--- src/scr_defs.svh ---
`ifndef SCR_DEFS_SVH
`define SCR_DEFS_SVH
// host and local byte addresses
`define SCR_A_CCIS0 17'h00009
`define SCR_A_CCIS1 17'h0000A
`define SCR_A_CCIS2 17'h0000B
`define SCR_A_BUS 17'h0000C
`define SCR_A_FSEL 17'h0000D
`define SCR_A_EXEC 17'h0000E
`define SCR_A_RDY 17'h0000F
`define SCR_A_BLK0 17'h00010
`define SCR_A_BLK1 17'h00011
`define SCR_A_FIC 17'h00100
`define SCR_A_EXT 17'h00101
`define SCR_A_CIS0 17'h00109
`define SCR_A_CIS1 17'h0010A
`define SCR_A_CIS2 17'h0010B
`define SCR_A_CSA0 17'h0010C
`define SCR_A_CSA1 17'h0010D
`define SCR_A_CSA2 17'h0010E
`define SCR_A_DAW 17'h0010F
// field positions
`define SCR_BIT_RELEASE 1
`define SCR_BIT_ACTIVE 0
`define SCR_BIT_PENDING 7
`define SCR_BIT_FN1 1
`define SCR_BIT_ENABLE 7
`define SCR_BIT_SUPPORT 6
// reset values
`define SCR_RST_CCIS 24'h001000
`define SCR_RST_CIS 24'h002000
`define SCR_RST_CSA 24'h000000
`define SCR_RST_STD 4'h7
`define SCR_RST_EXT 8'h00
`define SCR_RST_BLK 16'h0000
`define SCR_RST_DAW 8'h00
`define SCR_RST_FSEL 4'h0
`endif

--- src/scr_pkg.sv ---
package scr_pkg;
  // one byte access request
  typedef struct packed {
    logic wr;
    logic rd;
    logic [16:0] addr;
    logic [7:0] wdata;
  } scr_acc_s;
  // status reported by the card functions
  typedef struct packed {
    logic [15:0] busy;
    logic [15:0] suspended;
    logic [15:0] data_pending;
    logic suspend_done;
    logic fn1_executing;
    logic fn1_ready;
    logic cmd_fn_valid;
    logic [3:0] cmd_fn;
  } scr_fn_stat_s;
  // one synchroniser stage of the host pins
  typedef struct packed {
    logic clk;
    scr_acc_s acc;
  } scr_pin_s;
  // whole module state
  typedef struct packed {
    scr_pin_s p1;
    scr_pin_s p2;
    logic clk_prev;
    logic [23:0] ccis;
    logic [23:0] cis;
    logic [23:0] csa;
    logic [23:0] st_addr;
    logic release_req;
    logic active;
    logic [3:0] fsel;
    logic pending;
    logic fn1_executing;
    logic fn1_ready;
    logic [15:0] blk;
    logic enable;
    logic support;
    logic [3:0] std_code;
    logic [7:0] ext_code;
    logic [7:0] daw;
    logic [7:0] hrd;
    logic [7:0] lrd;
    logic resume;
    logic [3:0] resume_fn;
    logic st_wr;
    logic st_rd;
  } scr_state_s;
endpackage

--- src/scr_regs.sv ---
`timescale 1ns/1ps
`include "scr_defs.svh"
module scr_regs (
  input wire logic clk_in,
  input wire logic rst_in,
  // host side pins, sdio command engine clock domain
  input wire logic sd_clk_in,
  input wire scr_pkg::scr_acc_s host_acc_in,
  output logic [7:0] host_rdata_out,
  // local processor side, same clock
  input wire scr_pkg::scr_acc_s local_acc_in,
  output logic [7:0] local_rdata_out,
  // function status and bus mode
  input wire scr_pkg::scr_fn_stat_s fn_stat_in,
  input wire logic spi_mode_in,
  // suspend and resume control
  output logic suspend_req_out,
  output logic [3:0] addressed_fn_out,
  output logic resume_out,
  output logic [3:0] resume_fn_out,
  // storage area access
  input wire logic [7:0] storage_rdata_in,
  output logic storage_wr_out,
  output logic storage_rd_out,
  output logic [23:0] storage_addr_out,
  output logic [7:0] storage_wdata_out,
  output logic [15:0] blk_size_out
);

  // all state sits in one packed struct: the comb block
  // builds a full copy each cycle and the flop bank
  // registers it, so no field can keep a stale value
  // through a missing assignment
  scr_pkg::scr_state_s s_q; // registered state
  scr_pkg::scr_state_s s_d; // next state
  logic take; // host access taken this cycle
  logic [3:0] afn; // addressed function
  scr_pkg::scr_acc_s h; // synchronised host access

  // storage pointer step, shared by window reads and writes
  // the pointer wraps at the top of the 24-bit area
  // callers pass the registered pointer, so one take
  // with both strobes set still steps only once
  function automatic logic [23:0] step_ptr(input logic [23:0] p);
    logic [23:0] n; // stepped pointer
    n = p + 24'h000001;
    return n;
  endfunction

  // read one byte of the map as seen by the host
  // the local side uses the same view, so both agree
  // on reserved bits and on the spi masking of release
  function automatic logic [7:0] rd_byte(input scr_pkg::scr_state_s s,
                                         input logic [16:0] a,
                                         input logic spi);
    logic [7:0] r;
    r = 8'h00;
    unique case (a)
      // common pointer, low byte first
      `SCR_A_CCIS0: r = s.ccis[7:0];
      `SCR_A_CCIS1: r = s.ccis[15:8];
      `SCR_A_CCIS2: r = s.ccis[23:16];
      // bus status: release request and transfer-active
      `SCR_A_BUS: begin
        r[`SCR_BIT_RELEASE] = s.release_req & ~spi;
        r[`SCR_BIT_ACTIVE] = s.active;
      end
      // select field with the resume data flag on top
      `SCR_A_FSEL: begin
        r[`SCR_BIT_PENDING] = s.pending;
        r[3:0] = s.fsel;
      end
      // function 1 execution and ready flags
      `SCR_A_EXEC: r[`SCR_BIT_FN1] = s.fn1_executing;
      `SCR_A_RDY: r[`SCR_BIT_FN1] = s.fn1_ready;
      // function 0 block size, low byte first
      `SCR_A_BLK0: r = s.blk[7:0];
      `SCR_A_BLK1: r = s.blk[15:8];
      // enable, support and standard code share a byte
      `SCR_A_FIC: begin
        r[`SCR_BIT_ENABLE] = s.enable;
        r[`SCR_BIT_SUPPORT] = s.support;
        r[3:0] = s.std_code;
      end
      // extended interface code
      `SCR_A_EXT: r = s.ext_code;
      // function 1 info pointer, low byte first
      `SCR_A_CIS0: r = s.cis[7:0];
      `SCR_A_CIS1: r = s.cis[15:8];
      `SCR_A_CIS2: r = s.cis[23:16];
      // storage pointer, low byte first
      `SCR_A_CSA0: r = s.csa[7:0];
      `SCR_A_CSA1: r = s.csa[15:8];
      `SCR_A_CSA2: r = s.csa[23:16];
      // window register holds the last byte moved
      `SCR_A_DAW: r = s.daw;
      // unmapped bytes read zero
      default: r = 8'h00;
    endcase
    return r;
  endfunction

  // the link clock and the host access word come from
  // outside this clock domain; both pass the same two
  // flop stages so they stay aligned, and the host must
  // hold the word steady for two cycles on each side
  // of its clock rise, which keeps every bit of the
  // word settled by the time the edge is seen
  // edge history starts low after reset, matching the
  // idle level of the link clock, so no false take
  // synchronised host view and strobe from sampled link clock edge
  assign h = s_q.p2.acc;
  assign take = s_q.p2.clk & ~s_q.clk_prev;

  // a function number carried by a live command
  // overrides the select field only while it is valid;
  // the status bit below follows whichever is chosen
  // addressed function, command number wins over select field
  assign afn = fn_stat_in.cmd_fn_valid ? fn_stat_in.cmd_fn : s_q.fsel;

  // priority inside the next state block, lowest first:
  // sampled status flags, local writes, suspend
  // completion, host writes, host reads, then the spi
  // override, which always has the last word on the
  // release request; later assignments win, so the
  // order of the sections below is part of the logic
  // and must be kept when fields are added
  // next state
  always_comb begin
    s_d = s_q;
    // two stage pin synchroniser, then edge history
    s_d.p1.clk = sd_clk_in;
    s_d.p1.acc = host_acc_in;
    s_d.p2 = s_q.p1;
    s_d.clk_prev = s_q.p2.clk;
    // single cycle strobes drop by default
    s_d.resume = 1'b0;
    s_d.st_wr = 1'b0;
    s_d.st_rd = 1'b0;
    // status inputs come from logic on this clock and
    // are registered here without extra stages
    // sample execution flag
    s_d.fn1_executing = fn_stat_in.fn1_executing;
    s_d.fn1_ready = fn_stat_in.fn1_ready;
    s_d.pending = fn_stat_in.data_pending[s_q.fsel];
    s_d.active = fn_stat_in.busy[afn];

    // the local processor owns the ccis and cis pointers, the codes
    // and the support bit; host-owned fields such as the
    // enable, the select field and the block size cannot
    // be reached from this side
    // local side writes
    if (local_acc_in.wr) begin
      unique case (local_acc_in.addr)
        `SCR_A_CCIS0: s_d.ccis[7:0] = local_acc_in.wdata;
        `SCR_A_CCIS1: s_d.ccis[15:8] = local_acc_in.wdata;
        `SCR_A_CCIS2: s_d.ccis[23:16] = local_acc_in.wdata;
        // the local side sets support and the code; the
        // enable bit in this byte belongs to the host
        `SCR_A_FIC: begin
          s_d.support = local_acc_in.wdata[`SCR_BIT_SUPPORT];
          s_d.std_code = local_acc_in.wdata[3:0];
        end
        `SCR_A_EXT: s_d.ext_code = local_acc_in.wdata;
        `SCR_A_CIS0: s_d.cis[7:0] = local_acc_in.wdata;
        `SCR_A_CIS1: s_d.cis[15:8] = local_acc_in.wdata;
        `SCR_A_CIS2: s_d.cis[23:16] = local_acc_in.wdata;
        default: s_d.ccis = s_d.ccis;
      endcase
    end
    // a local read is answered one cycle later and the
    // byte stands until the next local read
    // local reads see the same byte view
    if (local_acc_in.rd) begin
      s_d.lrd = rd_byte(s_q, local_acc_in.addr, spi_mode_in);
    end

    // completion of a suspend clears the request and
    // forces the status bit low for this cycle; a host
    // write of one in the same cycle is applied later in
    // this block and so wins over the clear
    // suspend completion clears both bits
    if (fn_stat_in.suspend_done) begin
      s_d.release_req = 1'b0;
      s_d.active = 1'b0;
    end

    // host writes act only on the cycle of the take, so a
    // word held across many cycles still lands once;
    // read-only bytes fall to the default branch
    // host side writes, taken at link clock rising edge
    if (take && h.wr) begin
      unique case (h.addr)
        `SCR_A_BUS: begin
          // host one requests suspend, wins over completion
          if (!spi_mode_in && h.wdata[`SCR_BIT_RELEASE]) begin
            s_d.release_req = 1'b1;
          end
          if (!spi_mode_in && !h.wdata[`SCR_BIT_RELEASE]) begin
            s_d.release_req = 1'b0;
          end
        end
        // the select write always lands; a resume pulse is
        // raised only if the chosen function is suspended
        `SCR_A_FSEL: begin
          s_d.fsel = h.wdata[3:0];
          if (fn_stat_in.suspended[h.wdata[3:0]]) begin
            s_d.resume = 1'b1;
            s_d.resume_fn = h.wdata[3:0];
          end
        end
        // block size bytes land one at a time; the range
        // limit is the host's duty and is not checked here
        // host writes block size
        `SCR_A_BLK0: s_d.blk[7:0] = h.wdata;
        `SCR_A_BLK1: s_d.blk[15:8] = h.wdata;
        `SCR_A_FIC: s_d.enable = h.wdata[`SCR_BIT_ENABLE];
        // a window write stores the byte and, when access
        // is enabled, strobes it into the area at the
        // pointer before the pointer steps
        `SCR_A_DAW: begin
          s_d.daw = h.wdata;
          s_d.st_wr = s_q.enable;
          s_d.st_addr = s_q.csa;
          s_d.csa = step_ptr(s_q.csa);
        end
        // host writes to read-only bytes ignored
        default: s_d.blk = s_d.blk;
      endcase
    end

    // the read byte is registered and stands until the
    // next host read; a window read also stores the
    // fetched area byte in the window register so the
    // local view matches what the host was given
    // host reads, answered one cycle after the take
    if (take && h.rd) begin
      s_d.hrd = rd_byte(s_q, h.addr, spi_mode_in);
      if (h.addr == `SCR_A_DAW) begin
        s_d.hrd = storage_rdata_in;
        s_d.daw = storage_rdata_in;
        s_d.st_rd = s_q.enable;
        s_d.st_addr = s_q.csa;
        s_d.csa = step_ptr(s_q.csa);
      end
    end

    // spi mode never keeps a pending release: the bit is
    // held low here so a mode change mid-request cannot
    // leave a stale suspend behind
    // no release request survives in SPI
    if (spi_mode_in) begin
      s_d.release_req = 1'b0;
    end
  end

  // reset clears the whole struct first and then loads
  // the fields with non-zero or named defaults; the
  // transfer-active bit starts high and follows the
  // addressed function from the first cycle after
  // release; the host should let the link clock idle
  // low across reset so the first edge seen is real
  // state register with synchronous reset
  always_ff @(posedge clk_in) begin
    if (rst_in) begin
      s_q <= '0;
      s_q.ccis <= `SCR_RST_CCIS;
      s_q.cis <= `SCR_RST_CIS;
      s_q.csa <= `SCR_RST_CSA;
      s_q.active <= 1'b1;
      s_q.release_req <= 1'b0;
      s_q.fsel <= `SCR_RST_FSEL;
      s_q.blk <= `SCR_RST_BLK;
      s_q.std_code <= `SCR_RST_STD;
      s_q.ext_code <= `SCR_RST_EXT;
      s_q.daw <= `SCR_RST_DAW;
    end else begin
      s_q <= s_d;
    end
  end

  // every data output below comes straight from a flop,
  // except the addressed function number, which must
  // track a command as soon as it is presented
  // storage strobes last one cycle each and are held
  // low while area access is disabled
  // outputs straight from state
  assign host_rdata_out = s_q.hrd;
  assign local_rdata_out = s_q.lrd;
  assign suspend_req_out = s_q.release_req;
  assign addressed_fn_out = afn;
  assign resume_out = s_q.resume;
  assign resume_fn_out = s_q.resume_fn;
  assign storage_wr_out = s_q.st_wr;
  assign storage_rd_out = s_q.st_rd;
  assign storage_addr_out = s_q.st_addr;
  assign storage_wdata_out = s_q.daw;
  assign blk_size_out = s_q.blk;

endmodule

--- config.mk ---
export PLATFORM = sky130hd
export DESIGN_NAME = scr_regs
export DESIGN_NICKNAME = d
export VERILOG_FILES = /design/src/scr_pkg.sv /design/src/scr_regs.sv
export VERILOG_INCLUDE_DIRS = /design/src
export SDC_FILE = /design/constraint.sdc
export NUM_CORES = 1
export LEC_CHECK = 0
export ABC_AREA = 1
export CAP_MARGIN = 20
export CORE_AREA = 2 2 158 160
export CTS_BUF_LIST = sky130_fd_sc_hd__clkbuf_16
export CTS_CLUSTER_SIZE = 25
export DETAILED_ROUTE_END_ITERATION = 8
export DIE_AREA = 0 0 160 162
export DONT_BUFFER_PORTS = 1
export MAX_ROUTING_LAYER = met4
export PLACE_DENSITY = 0.65
export REMOVE_ABC_BUFFERS = 1
export SLEW_MARGIN = 20
export SYNTH_ARGS = -nofsm -noshare
export SYNTH_HDL_FRONTEND = slang
export SYNTH_SLANG_ARGS = --single-unit
--- constraint.sdc ---
create_clock -name clk_in -period 2.2 [get_ports clk_in]
set_input_delay 0.44 -clock clk_in [delete_from_list [all_inputs] [get_ports clk_in]]
set_output_delay 0.44 -clock clk_in [all_outputs]
set_load 0.03 [all_outputs]
Yosys cells after proc, flatten, opt, wreduce, memory -nomap -nowiden
Index checks and enable logic that the tools add are counted.
{"block": "totals", "register_bits": 223, "latch_bits": 0, "ram_bits": 0, "rom_bits": 0, "inputBits": 122, "output_inout_bits": 76, "wordCells": 141, "mem_count": 0}
{"block": "op_classes", "addsub": 1, "mul": 0, "div_mod_pow": 0, "order_cmp": 3, "n_eq_ne": 36, "shift": 0, "n_mux": 33, "bitwise": 7, "reduce_logical": 23}
{"cell": "$eq 17x9->1 const B", "count": 18}
{"cell": "$eq 17x4->1 const B", "count": 14}
{"cell": "$mux 48", "count": 3}
{"cell": "$eq 17x5->1 const B", "count": 4}
{"cell": "$mux 49", "count": 1}
{"cell": "$mux 16", "count": 2}
{"cell": "$pmux 1 s15", "count": 2}
{"cell": "$pmux 2 s15", "count": 1}
{"cell": "$pmux 1 s14", "count": 2}
{"cell": "$pmux 2 s14", "count": 1}
{"cell": "$pmux 2 s13", "count": 1}
{"cell": "$add 24x1->24 const B", "count": 1}
{"cell": "$pmux 2 s12", "count": 1}
{"cell": "$reduce_and 2->1", "count": 12}
{"cell": "$pmux 1 s18", "count": 1}
{"cell": "$pmux 1 s17", "count": 1}
{"cell": "$mux 8", "count": 2}
{"cell": "$pmux 1 s16", "count": 1}
{"cell": "$lt 4x5->1 const B", "count": 3}
{"cell": "$pmux 1 s13", "count": 1}
{"cell": "$bmux 1 s4", "count": 3}
{"cell": "$mux 1", "count": 7}
{"cell": "$reduce_or 2->1", "count": 3}
{"cell": "$mux 5", "count": 1}
{"cell": "8 further kinds", "count": 17}

Depth between registers and ports, before layout
{"block": "depth", "word_depth": 10, "ltp_mapped": 14, "ltp_nobuf": 14}

Worst setup path after synthesis
Ideal clock, no wire load.
{"block": "synth_path", "path_kind": "input -> register", "startpoint": "input port fn_stat_in[4] (netlist name)", "endpoint": "register s_q[68] (netlist name)", "arrival_ns": 1.750, "required_ns": 2.075, "setup_slack_ns": 0.325, "stages": 9, "path_cell_list": "clkbuf_1 o21ai_2 inv_1 nand2_1 nand3_1 nand3_1 nand3_1 nand3_1 nand2_1"}
{"block": "synth_via", "elab_chain_len": 4}
{"element": "start, declared", "line": "scr_regs.sv:14", "source": "input wire scr_pkg::scr_fn_stat_s fn_stat_in,"}
{"element": "$mux 4", "line": "scr_regs.sv:119", "source": "assign afn = fn_stat_in.cmd_fn_valid ? fn_stat_in.cmd_fn : s_q.fsel;"}
{"element": "named net addressed_fn_out[0]", "line": "scr_regs.sv:18", "source": "output logic [3:0] addressed_fn_out,"}
{"element": "$bmux 1 s4", "line": "scr_regs.sv:146", "source": "s_d.active = fn_stat_in.busy[afn];"}
{"element": "$mux 1 (not written as such)", "line": "scr_regs.sv:146"}
{"element": "$mux 2", "line": "scr_regs.sv:183", "source": "if (fn_stat_in.suspend_done) begin"}
{"element": "end, declared", "line": "scr_regs.sv:34", "source": "scr_pkg::scr_state_s s_q;"}
The timed path passes the listed nets, and every way through them passes these cells. The select of a mux whose other input is x is not followed.
A chain may end at the register's enable or synchronous reset.

Final worst setup path
{"block": "layout_path", "startpoint": "register s_q[66] (netlist name)", "endpoint": "output port addressed_fn_out[2]"}
{"block": "layout_via", "elab_chain_len": 1}
{"element": "$mux 4", "line": "scr_regs.sv:119"}
{"element": "end, declared", "line": "scr_regs.sv:18"}
No other way between the ends.

==> out/summary.log <==
qor: synth.synth_adder_area_share 0.00103
qor: synth.synth-compound-area-share 0.146
qor: route.drtAntennaViolNets 0
qor: power.power.share.switching 0.233
qor: status.result_of_the_run finished clean
qor: synth.area_fraction_of_the_dominant_cell_type_after_synthesis 0.366
qor: grt.grt_pass1_wl 66.3 mm
qor: synth.synth.area.top_cells sky130_fd_sc_hd__dfxtp_1 (37%), sky130_fd_sc_hd__nand2_1 (9.2%), sky130_fd_sc_hd__nor2_1 (8.2%)
qor: place.detailedPlace.worstSlack 0.0542 ns
qor: place.io_buffers 0
qor: power.power.share.combinational 0.053
qor: synth.synth-warning-count 0
qor: place.dp.cells 2037
qor: finish.antenna_cells 0
qor: clock_tree.cts_inserted_buffers 25
qor: sta.fin_crit 2.12 ns
qor: hold_path.min_from host_acc_in[26]
qor: power.switchingPower 0.00198 W
qor: floorplanning.die-area 0.0259 mm²
qor: worst_setup_path.crit_path_start_kind flop
qor: clock_tree.clock_pin_slew_reported_for_the_worst_setup_and_hold_paths_after_clock_tree_synthesis 0.06 ns
qor: power.power_frac_seq 0.488
qor: power.power_frac_clock 0.459
qor: sta.finalCritPeriodShare 0.962
qor: synth.synth_top_family_by_area simple AND/OR/NAND/NOR gates
qor: clock_tree.cts.htree.levels 1
qor: grt.grt.total_usage 0.342
qor: flow_run.number_of_maximum_capacitance_violations 0
qor: sta.highest_clock_rate 0.472 GHz
qor: synth.number_of_flops_mapped_to_enable_cells_by_yosys 0
qor: route.avgRoutedWirePerCell 21.1 µm
qor: finish.layout.nets 1865
qor: worst_setup_path.critPathKind flop to output pin
qor: finish.n_fill_cell 2489
qor: route.routed_wirelength 43.8 mm
qor: clock_tree.clock-sinks 223
qor: finish.syn_to_final_growth 7.16%
qor: place.place_congestion 1.11
qor: synth.asyncSetResetFlopFracSynth 0
qor: finish.stdcell_count 2078
qor: route.via_count 11800
qor: floorplanning.chipHeight 162 µm
qor: sta.timing_max_transition_violations_final 0
qor: synth.ys_types 48
qor: power.peakVddDrop 588 µV
qor: worst_setup_path.required_arrival_time_at_the_worst_endpoint 1.76 ns
qor: grt.via_count_of_the_first_global_routing_pass 11000
qor: route.route.top_layer_used met4
qor: worst_setup_path.timing.critical_path.fanout_max 7
qor: route.detailroute.wirelength.met3 3.71 mm
qor: synth.synth_area 0.0122 mm²
qor: route.met2RoutedLength 19.3 mm
qor: synth.dominantRegCellSynth sky130_fd_sc_hd__dfxtp_1
qor: worst_setup_path.worstReg2RegStart h[15]
qor: sta.fin_skew 0.0176 ns
qor: sta.timing_worst_slew_pin_value 0.614 ns
qor: floorplanning.floorplan.core_area 0.0241 mm²
qor: route.drt_pass1_iterations 5
qor: worst_setup_path.timing.critical_path.to_type output pin
qor: synth.netlist.top_cell.by_area sky130_fd_sc_hd__dfxtp_1
qor: synth.xor_and_xnor_area_share_after_synthesis 0.000719
qor: clock_tree.clock_insertion_delay_worst_skew 0.52 ns
qor: synth.yosys-mux-area-fraction 0
qor: clock_tree.ctsRootBufferMaster sky130_fd_sc_hd__clkbuf_16
qor: route.avgViaCountPerCell 5.70
qor: synth.syn-mean-instance-area 6.82 µm²
qor: synth.sequential_share_of_the_synthesized_area 0.366
qor: worst_setup_path.arrival 1.68 ns
qor: synth.synthSimpleGateAreaFrac 0.340
qor: route.iteration_0_drc_markers 1194
qor: synth.ys_seq_elements 223
qor: power.power_density 649 mW/mm²
qor: finish.final_layout_size_suffix_gt1_frac 0.112
qor: clock_tree.post-cts-setup-buffer-count 0
qor: sta.slew-limit-headroom 0.589
qor: sta.grt_setup_unrepaired no
qor: sta.setup-violations-final 0
qor: synth.syn_inst 1787
qor: power.internal_power 0.00650 W
qor: clock_tree.maximum_clock_insertion_buffer_count 3
qor: route.drcViolationCount 0
qor: sta.hold_viol_final 0
qor: hold_path.hold_path_class input pin to flop
qor: floorplanning.pin_count 198
qor: worst_setup_path.timing.critical_path.from s_q[66]
qor: grt.antenna_violations_before_repair 0
qor: finish.area_occupied_by_multi_input_gates 0.00597 mm²
qor: floorplanning.initial_utilization 0.506
qor: sta.final_critical_path_setup_slack 0.0832 ns
qor: route.wirelength_met1 18.5 mm
qor: power.leakage 5.48 nW
qor: clock_tree.cts_tree built
qor: finish.regArea 0.00446 mm²
qor: grt.pin_count_of_the_biggest_net_entering_global_routing 119
qor: grt.grt_remaining_overflow 0
qor: floorplanning.die_w 160 µm
qor: floorplanning.rows 57
qor: place.place_hpwl 34.2 mm
==> cells in the final DEF (no fill, tap or decap), types with 11 or more instances in the layout <==
cell | Yosys | layout
sky130_fd_sc_hd__nand3_2 | 11 | 11
sky130_fd_sc_hd__nand2_1 | 300 | 300
sky130_fd_sc_hd__a211oi_1 | 39 | 39
sky130_fd_sc_hd__nand3_1 | 113 | 113
sky130_fd_sc_hd__nor2_4 | 16 | 17
sky130_fd_sc_hd__inv_1 | 209 | 208
sky130_fd_sc_hd__inv_2 | 18 | 20
sky130_fd_sc_hd__o211ai_1 | 11 | 11
sky130_fd_sc_hd__buf_4 | 81 | 66
sky130_fd_sc_hd__o31ai_1 | 12 | 12
sky130_fd_sc_hd__clkbuf_16 | 0 | 25
sky130_fd_sc_hd__nor2_2 | 17 | 16
sky130_fd_sc_hd__nor2_1 | 265 | 265
sky130_fd_sc_hd__nand2_2 | 12 | 11
sky130_fd_sc_hd__o21ai_0 | 116 | 115
sky130_fd_sc_hd__o21ai_1 | 15 | 15
sky130_fd_sc_hd__nor3_1 | 21 | 21
sky130_fd_sc_hd__dfxtp_1 | 223 | 223
sky130_fd_sc_hd__nand4_1 | 111 | 111
sky130_fd_sc_hd__a21oi_1 | 75 | 75
==> power groups by stage <==
| stage | Clock [W] | Combinational, W | Sequential [W] |
|---|---|---|---|
| 2_1_floorplan | 0 | 0.000288 | 0.00421 |
| 3_3_place_gp | 0 | 0.000428 | 0.00422 |
| 3_5_place_dp | 0 | 0.000431 | 0.00422 |
| 4_1_cts | 0.00395 | 0.000442 | 0.00414 |
| 5_1_grt | 0.00412 | 0.000492 | 0.00414 |
| 6_report | 0.00389 | 0.000448 | 0.00414 |
==> path summary, 6_finish.rpt <==
path,to,slack [ns],cells past startpoint
worst max-delay path,addressed_fn_out[2],0.08,2
worst min register to register,h[25],0.39,2
worst max register to register,host_rdata_out[5],0.09,9
worst min-delay path,s_d[193],0.02,2
==> cell type report <==
type                            instances  share of cell area
Clock buffer                           25              0.0479
Clock inverter                         14             0.00900
Tap cell                              324              0.0310
Inverter                              230              0.0662
Timing Repair Buffer                   73              0.0471
Multi-Input combinational cell       1189               0.457
Sequential cell                       223               0.342
==> synth_stat cells, types with 18 or more instances <==
| cell type | count |
|---|---|
| sky130_fd_sc_hd__nand2_1 | 300 |
| sky130_fd_sc_hd__nor2_1 | 265 |
| sky130_fd_sc_hd__dfxtp_1 | 223 |
| sky130_fd_sc_hd__inv_1 | 209 |
| sky130_fd_sc_hd__o21ai_0 | 116 |
| sky130_fd_sc_hd__nand3_1 | 113 |
| sky130_fd_sc_hd__nand4_1 | 111 |
| sky130_fd_sc_hd__buf_4 | 81 |
| sky130_fd_sc_hd__a21oi_1 | 75 |
| sky130_fd_sc_hd__a211oi_1 | 39 |
| sky130_fd_sc_hd__clkbuf_1 | 32 |
| sky130_fd_sc_hd__nor3_1 | 21 |
| sky130_fd_sc_hd__inv_2 | 18 |
==> critical path, stage by stage, from the launching register on <==
cell	delay (ns)
sky130_fd_sc_hd__dfxtp_1	0.42
sky130_fd_sc_hd__o21ai_0	0.44
sky130_fd_sc_hd__inv_1	0.29
==> logic make-up (layout without fill, tap and decap cells) <==
group / Yosys count / after routing
buffers and inverters: 375 / 342
adders and majority gates: 1 / 1
AOI/OAI and AO/OA: 302 / 302
DFF: 223 / 223
xor gates and xnor gates: 1 / 1
and+or+nand+nor: 885 / 885
==> through the flow <==
stage                     hold WS (ns)  power [W]  utilization  TNS (ns)  cell area [µm²]
after floorplan                  0.388    0.00450            -    -28.99            11300
after CTS                     0.000117    0.00853        0.541         0            13000
after global placement           0.389    0.00465        0.509         0            12300
after global routing           0.00853    0.00875        0.542         0            13100
final                           0.0155    0.00847        0.542         0            13100
after detailed placement         0.394    0.00465        0.509         0            12300
==> flip-flops by register name (all words and copies together), names as in the netlist <==
register and flops:
resume_out 1, suspend_req_out 1, blk_size_out 16, h 27, storage_addr_out 24, s_q 95, host_rdata_out 8, storage_wr_out 1
s_d 29, storage_rd_out 1, resume_fn_out 4, local_rdata_out 8, storage_wdata_out 8
==> repair_timing <==
item,in CTS,in global routing
hold buffers,2,0
endpoints found under the hold margin,14,0
setup endpoints to repair,1,14
resized for setup,2,4
==> metal layers <==
layer,up-vias,global-route usage
met1,5409,0.441
met2,564,0.525
met3,112,0.0626
met4,0,0.156
li1,5755,-
met5,-,-
Note: power is estimated with default switching activity, not from simulation.
